**config.mk**
```make
export PLATFORM = sky130hd
export DESIGN_NAME = csf_status_flags
export DESIGN_NICKNAME = d
export VERILOG_FILES = /design/src/core/csf_pkg.sv /design/src/core/csf_status_flags.sv
export VERILOG_INCLUDE_DIRS = /design/src /design/src/core
export SDC_FILE = /design/constraint.sdc
export NUM_CORES = 1
export LEC_CHECK = 0
export BUFFER_PORTS_ARGS = -buffer_cell sky130_fd_sc_hd__buf_2
export CAP_MARGIN = 20
export CORE_MARGIN = 10
export CORE_UTILIZATION = 33
export CTS_BUF_LIST = sky130_fd_sc_hd__clkbuf_16
export DETAILED_ROUTE_END_ITERATION = 10
export PLACE_DENSITY = 0.75
export SLEW_MARGIN = 20
export SYNTH_ARGS = -nofsm -noshare
export SYNTH_HDL_FRONTEND = slang
export SYNTH_SLANG_ARGS = --single-unit
```
**constraint.sdc**
```tcl
create_clock -name clk -period 1.3 [get_ports clk]
set_clock_uncertainty 0.15 [all_clocks]
set_input_delay 0.065 -clock clk [delete_from_list [all_inputs] [get_ports clk]]
set_output_delay 0.065 -clock clk [all_outputs]
set_load 0.005 [all_outputs]
```
**src/core/csf_defines.svh**
```systemverilog
// register offsets, field positions and reset values of the status flag block
`ifndef CSF_DEFINES_SVH
`define CSF_DEFINES_SVH
`define CSF_ADDR_W        4
`define CSF_OFF_EVENT     4'h0
`define CSF_OFF_STATUS    4'h4
`define CSF_OFF_IRQ_STAT  4'h8
`define CSF_OFF_IRQ_MASK  4'hC
`define CSF_BIT_BUS_OFF   0
`define CSF_BIT_WARN      1
`define CSF_BIT_TX        0
`define CSF_BIT_RX        1
`define CSF_BIT_RESET     2
`define CSF_BIT_HALT      3
`define CSF_BIT_SLEEP     4
`define CSF_BIT_PASSIVE   5
`define CSF_BUS_OFF_LIMIT 9'h100
`define CSF_WARN_LIMIT    9'h060
`define CSF_STATUS_RST    6'h14
`define CSF_IRQ_W         2
`endif

```
**src/core/csf_pkg.sv**
```systemverilog
// types of the status flag block
package csf_pkg;
	typedef enum logic [1:0] {
		CSF_BUS_IDLE = 2'b00,
		CSF_BUS_TX   = 2'b01,
		CSF_BUS_RX   = 2'b10
	} csf_bus_t;
	typedef enum logic [1:0] {
		CSF_MODE_OP    = 2'b00,
		CSF_MODE_RESET = 2'b01,
		CSF_MODE_HALT  = 2'b10,
		CSF_MODE_SLEEP = 2'b11
	} csf_mode_t;
endpackage

```
**src/core/csf_status_flags.sv**
```systemverilog
// status and error-state flag logic of a can controller
`timescale 1ns/1ps
`include "csf_defines.svh"

module csf_status_flags
	import csf_pkg::*;
(
	input  wire logic                   clk,
	input  wire logic                   rst_b,
	input  wire logic [8:0]             tx_err_count,
	input  wire logic [7:0]             rx_err_count,
	input  wire csf_bus_t               bus_activity,
	input  wire csf_mode_t              ctrl_mode,
	input  wire logic                   error_passive,
	input  wire logic [`CSF_ADDR_W-1:0] reg_addr,
	input  wire logic [31:0]            reg_wdata,
	input  wire logic                   reg_wr,
	input  wire logic                   reg_rd,
	output logic      [31:0]            reg_rdata,
	output logic                        bus_off_entry_flag,
	output logic                        error_warning_flag,
	output logic                        transmitter_status_flag,
	output logic                        receiver_status_flag,
	output logic                        reset_mode_status_flag,
	output logic                        halt_mode_status_flag,
	output logic                        sleep_mode_status_flag,
	output logic                        error_passive_status_flag,
	output logic                        irq
);

	logic                 bus_off_q;
	logic                 warn_q;
	logic                 tx_q;
	logic                 rx_q;
	logic                 rstm_q;
	logic                 halt_q;
	logic                 sleep_q;
	logic                 passive_q;
	logic                 bus_off_now;
	logic                 warn_now;
	logic                 bus_off_rise;
	logic                 warn_rise;
	logic                 wr_event;
	logic                 rd_irq_stat;
	logic [`CSF_IRQ_W-1:0] irq_stat_q;
	logic [`CSF_IRQ_W-1:0] irq_mask_q;
	logic [`CSF_IRQ_W-1:0] irq_set;
	logic [5:0]           status_vec;

	function automatic logic reg_hit(input logic [`CSF_ADDR_W-1:0] a,
		input logic [`CSF_ADDR_W-1:0] off);
		reg_hit = (a == off);
	endfunction

	assign bus_off_now  = (tx_err_count >= `CSF_BUS_OFF_LIMIT);
	assign warn_now     = (tx_err_count >= `CSF_WARN_LIMIT)
		|| ({1'b0, rx_err_count} >= `CSF_WARN_LIMIT);
	assign bus_off_rise = bus_off_now && !bus_off_q;
	assign warn_rise    = warn_now && !warn_q;
	assign wr_event     = reg_wr && reg_hit(reg_addr, `CSF_OFF_EVENT);
	assign rd_irq_stat  = reg_rd && reg_hit(reg_addr, `CSF_OFF_IRQ_STAT);
	assign irq_set      = {warn_rise, bus_off_rise};

	// sticky bus-off flag; a fresh entry in the clearing cycle wins
	always_ff @(posedge clk) begin
		if (!rst_b) begin
			bus_off_q <= 1'b0;
		end else if (bus_off_now) begin
			bus_off_q <= 1'b1;
		end else if (wr_event && !reg_wdata[`CSF_BIT_BUS_OFF]) begin
			bus_off_q <= 1'b0;
		end
	end

	always_ff @(posedge clk) begin
		if (!rst_b) begin
			warn_q    <= 1'b0;
			passive_q <= 1'b0;
		end else begin
			warn_q    <= warn_now;
			passive_q <= error_passive;
		end
	end

	// bus activity: bus-off forces the transmitter flag
	always_ff @(posedge clk) begin
		if (!rst_b) begin
			tx_q <= 1'b0;
			rx_q <= 1'b0;
		end else begin
			tx_q <= (bus_activity == CSF_BUS_TX) || bus_off_now;
			rx_q <= (bus_activity == CSF_BUS_RX) && !bus_off_now;
		end
	end

	// operating modes; hardware reset lands in reset and sleep modes
	always_ff @(posedge clk) begin
		if (!rst_b) begin
			rstm_q  <= 1'b1;
			halt_q  <= 1'b0;
			sleep_q <= 1'b1;
		end else begin
			rstm_q  <= (ctrl_mode == CSF_MODE_RESET);
			halt_q  <= (ctrl_mode == CSF_MODE_HALT);
			sleep_q <= (ctrl_mode == CSF_MODE_SLEEP);
		end
	end

	// interrupt status: set wins over read-clear
	always_ff @(posedge clk) begin
		if (!rst_b) begin
			irq_stat_q <= '0;
		end else if (rd_irq_stat) begin
			irq_stat_q <= irq_set;
		end else begin
			irq_stat_q <= irq_stat_q | irq_set;
		end
	end

	always_ff @(posedge clk) begin
		if (!rst_b) begin
			irq_mask_q <= '0;
		end else if (reg_wr && reg_hit(reg_addr, `CSF_OFF_IRQ_MASK)) begin
			irq_mask_q <= reg_wdata[`CSF_IRQ_W-1:0];
		end
	end

	always_ff @(posedge clk) begin
		if (!rst_b) begin
			irq <= 1'b0;
		end else begin
			irq <= |((irq_stat_q | irq_set) & irq_mask_q
				& ~(rd_irq_stat ? irq_stat_q & ~irq_set : '0));
		end
	end

	assign status_vec = {passive_q, sleep_q, halt_q, rstm_q, rx_q, tx_q};

	// status register is read-only; writes there are ignored
	always_ff @(posedge clk) begin
		if (!rst_b) begin
			reg_rdata <= 32'h0;
		end else if (reg_rd) begin
			case (reg_addr)
				`CSF_OFF_EVENT:    reg_rdata <= {30'h0, warn_q, bus_off_q};
				`CSF_OFF_STATUS:   reg_rdata <= {26'h0, status_vec};
				`CSF_OFF_IRQ_STAT: reg_rdata <= {30'h0, irq_stat_q};
				`CSF_OFF_IRQ_MASK: reg_rdata <= {30'h0, irq_mask_q};
				default:           reg_rdata <= 32'h0;
			endcase
		end else begin
			reg_rdata <= 32'h0;
		end
	end

	always_ff @(posedge clk) begin
		if (!rst_b) begin
			bus_off_entry_flag        <= 1'b0;
			error_warning_flag        <= 1'b0;
			transmitter_status_flag   <= 1'b0;
			receiver_status_flag      <= 1'b0;
			reset_mode_status_flag    <= 1'b1;
			halt_mode_status_flag     <= 1'b0;
			sleep_mode_status_flag    <= 1'b1;
			error_passive_status_flag <= 1'b0;
		end else begin
			bus_off_entry_flag        <= bus_off_now
				|| (bus_off_q && !(wr_event && !reg_wdata[`CSF_BIT_BUS_OFF]));
			error_warning_flag        <= warn_now;
			transmitter_status_flag   <= (bus_activity == CSF_BUS_TX) || bus_off_now;
			receiver_status_flag      <= (bus_activity == CSF_BUS_RX) && !bus_off_now;
			reset_mode_status_flag    <= (ctrl_mode == CSF_MODE_RESET);
			halt_mode_status_flag     <= (ctrl_mode == CSF_MODE_HALT);
			sleep_mode_status_flag    <= (ctrl_mode == CSF_MODE_SLEEP);
			error_passive_status_flag <= error_passive;
		end
	end

endmodule

```
==> results.py <==
metrics = {
    "global_route": {
        "grt_pass1_wl_um": 3980,
        "grt_pass1_vias": 883,
        "overflow": 0,
        "antenna_found_initial": 0,
        "grt_max_degree": 16,
        "grt_usage_pct": 9.01,
    },
    "clock_tree": {
        "cts.sinks": 20,
        "post_cts_buffers": 0,
        "cts_buffer_depth": 2,
        "htreeDepth": 1,
        "clk_pin_slew_worst_paths_ns": 0.06,
        "clk_latency_ns": 0.25,
        "tritoncts": "built",
        "root_buffer": "clkbuf_16",
        "cts_resized": 0,
        "cts-buffers-inserted": 3,
        "ctsHoldBuffers": 10,
    },
    "status": {
        "violations": "negative hold slack",
        "status": "complete, but fails checks",
    },
    "synthesis": {
        "seq_area_frac_synth_pct": 43.0,
        "synthAdderAreaFrac_pct": 0,
        "yosys_warnings": 0,
        "synthSimpleGateAreaFrac_pct": 22.3,
        "synth.area.mux_share_pct": 2.15,
        "synth_compound_area_share_pct": 9.53,
        "synth_xor_area_share_pct": 0,
        "syn_area_um2": 932,
        "synth_top_family_by_area": "buffers and inverters",
        "yosysTopAreaCell": "dfxtp_1",
        "synth.top_cell.area_share_pct": 43.0,
        "synthTopCellsByArea": "dfxtp_1, buf_4, and2_1",
        "synth_cell_type_count": 31,
        "ys_ff_latch": 20,
        "synth_cells": 96,
        "syn_avg_cell_area_um2": 9.71,
    },
    "placed_design": {
        "place_inst": 161,
        "globalplace.congestion": 0.883,
        "io_buffers": 36,
        "dpl.hpwl_um": 1810,
        "place_ws_ns": 0.00436,
        "placed_area_um2": 1050,
    },
    "timing": {
        "setup_viol": 0,
        "whs_ns": -0.000767,
        "period_minus_slack_ns": 1.12,
        "finalMaxSlewViolations": 0,
        "max_freq_ghz": 0.889,
        "finalSetupTns_ns": 0,
        "setup_ws_ns": 0.175,
        "final-hold-violation-count": 1,
        "final.period_utilization_pct": 86.5,
        "rsz0062_at_grt": "no",
    },
    "floorplan": {
        "ios": 103,
        "fp.dieH_um": 73.1,
        "initial_utilization_pct": 34.1,
        "dieArea_um2": 5350,
        "core_area_um2": 2730,
        "rows": 19,
        "die_w_um": 73.1,
    },
    "power_and_ir_drop": {
        "p_int_uw": 1330,
        "seq_power_share_pct": 39.3,
        "p_sw_uw": 323,
        "clockPowerShare_pct": 50.4,
        "comb_power_share_pct": 10.3,
        "peakVddDrop_mv": 1.39,
        "p_leak_uw": 0.000620,
        "pwr_density_cell_nw_per_um2": 1320,
        "p_sw_share_pct": 19.5,
    },
    "finish": {
        "seq_area_um2": 400,
        "largestRegisters": "reg_rdata: 6 flops, irq_mask_q: 2 flops, irq_stat_q: 2 flops",
        "num_antenna_cells": 0,
        "layout_common_cells": "buf_2, conb_1, dfxtp_1, dlygate4sd3_1",
        "drive_gt1_share_pct": 31.3,
        "layout_commonest_cell": "buf_2",
        "fin_nets": 207,
        "areaGrowthSynthToFinish_pct": 34.5,
        "final_cells": 175,
        "fill_cells": 238,
        "final_area_um2": 1250,
        "largest_reg_flops": 6,
        "multi_input_area_um2": 414,
        "largest_register": "reg_rdata",
    },
    "setup_path": {
        "crit_path_top_delay_cell": "dfxtp_1",
        "max_stage_delay_ns": 0.33,
        "reg2reg_depth": 3,
        "critPathMaxFanout": 2,
        "cp-end-kind": "flop",
        "path_class": "reg -> reg",
        "crit_path_cell_trace": "inv_1, a22o_1, a32o_1",
        "crit_family": "compound AO/OA/AOI/OAI gates",
        "reg2reg_to": "irq",
        "arrival_ns": 1.12,
        "critPathBufInv": 1,
        "startpoint_type": "flop",
        "r2r-start": "bus_off_q",
        "reg2reg_slack_ns": 0.18,
        "required_ns": 1.29,
    },
    "min_path": {
        "min_to": "error_warning_flag",
        "hold_path_depth": 3,
        "hold_start": "tx_err_count[7]",
        "hold_class": "in -> reg",
    },
    "flow_run": {
        "cap_violations": 0,
    },
    "detailed_routing": {
        "post_drt_wl_per_cell_um": 14.5,
        "viasPerCell": 4.67,
        "vias": 817,
        "finalWirelength_um": 2530,
        "antenna_left": 0,
        "first_pass_iters": 4,
        "drc": 0,
        "drt_iter0_drc": 69,
    },
}
## cell usage after synthesis
| cell | number |
|---|---|
| o2bb2ai_1 | 1 |
| inv_1 | 2 |
| nand2b_1 | 2 |
| nand2_1 | 2 |
| nor2_1 | 1 |
| nand4_1 | 1 |
| dfxtp_1 | 20 |
| and2_1 | 6 |
| and2_2 | 2 |
| nand3_1 | 4 |
| conb_1 | 1 |
| a311oi_1 | 2 |
| buf_2 | 1 |
| nand4b_1 | 1 |
| o21a_1 | 1 |
| a21oi_1 | 1 |
| and2b_1 | 1 |
| nor2_4 | 1 |
| o21ai_0 | 1 |
| a22o_1 | 2 |
| nor4bb_1 | 1 |
| a221oi_1 | 2 |
| nor4_1 | 1 |
| clkbuf_1 | 1 |
| nor3_1 | 1 |
| buf_4 | 26 |
| a32o_1 | 1 |
| and3_1 | 1 |
| nor2b_1 | 6 |
| mux2i_1 | 2 |
| nor3b_2 | 1 |
## cells by family (layout without fill, tap and decap cells)
logic type             count (synthesis)  after routing
AOI/OAI and AO/OA                     11             11
buffers and inverters                 30             53
DFF                                   20             20
muxes                                  2              2
other                                  1             26
and+or+nand+nor                       32             32
## per-stage QoR
step	hold slack, ns	utilization, %	total power (µW)
6_report	-0.000767	45.9	1660
5_1_grt	0.00707	45.9	1710
4_1_cts	-0.00597	45.9	1660
3_5_place_dp	0.102	38.4	801
2_1_floorplan	-0.00930	-	788
3_3_place_gp	0.0900	38.4	796
## worst max-delay path by stage
stage | startpoint | end | slack (ns) | cells past startpoint
after floorplan | tx_err_count[6] | irq | 0.25 | 4
after global placement | tx_err_count[6] | irq | -0.00007 | 5
after detailed placement | tx_err_count[6] | irq | 0.004 | 5
after CTS | bus_off_q | irq | 0.18 | 3
after global routing | bus_off_q | reg_rdata[0] | 0.08 | 4
final | bus_off_q | irq | 0.18 | 3
## worst reg2reg max path: cells and delay by family, from the launching register on
| kind | cells | cell delay, ns |
|---|---|---|
| AOI/OAI and AO/OA | 2 | 0.47 |
| buffers and inverters | 1 | 0.06 |
| DFF | 1 | 0.33 |
## metal layers
metal  part of all wire (%)  track usage (%)  vias to the layer above  wire (µm)
li1                       -                -                      374          -
met1                     36             8.86                      382        902
met2                     49             16.2                       57       1250
met3                     13             3.81                        4        334
met4                    1.7             3.38                        0         44
met5                      0                0                        -          0
## cell type report
cell class	count	share of cell area (%)
Multi-Input combinational cell	71	33.0
Clock buffer	3	5.99
Tap cell	31	3.09
Clock inverter	1	2.40
Inverter	2	0.599
Sequential cell	20	31.9
Timing Repair Buffer	47	23.0
## power groups by stage
stage	combinational, µW	sequential (µW)	clock [µW]
final	171	651	834
after global routing	193	653	868
after CTS	165	650	845
after detailed placement	139	662	0
after global placement	135	660	0
after floorplan	126	662	0
No activity file was read; power rests on OpenSTA's default activity.
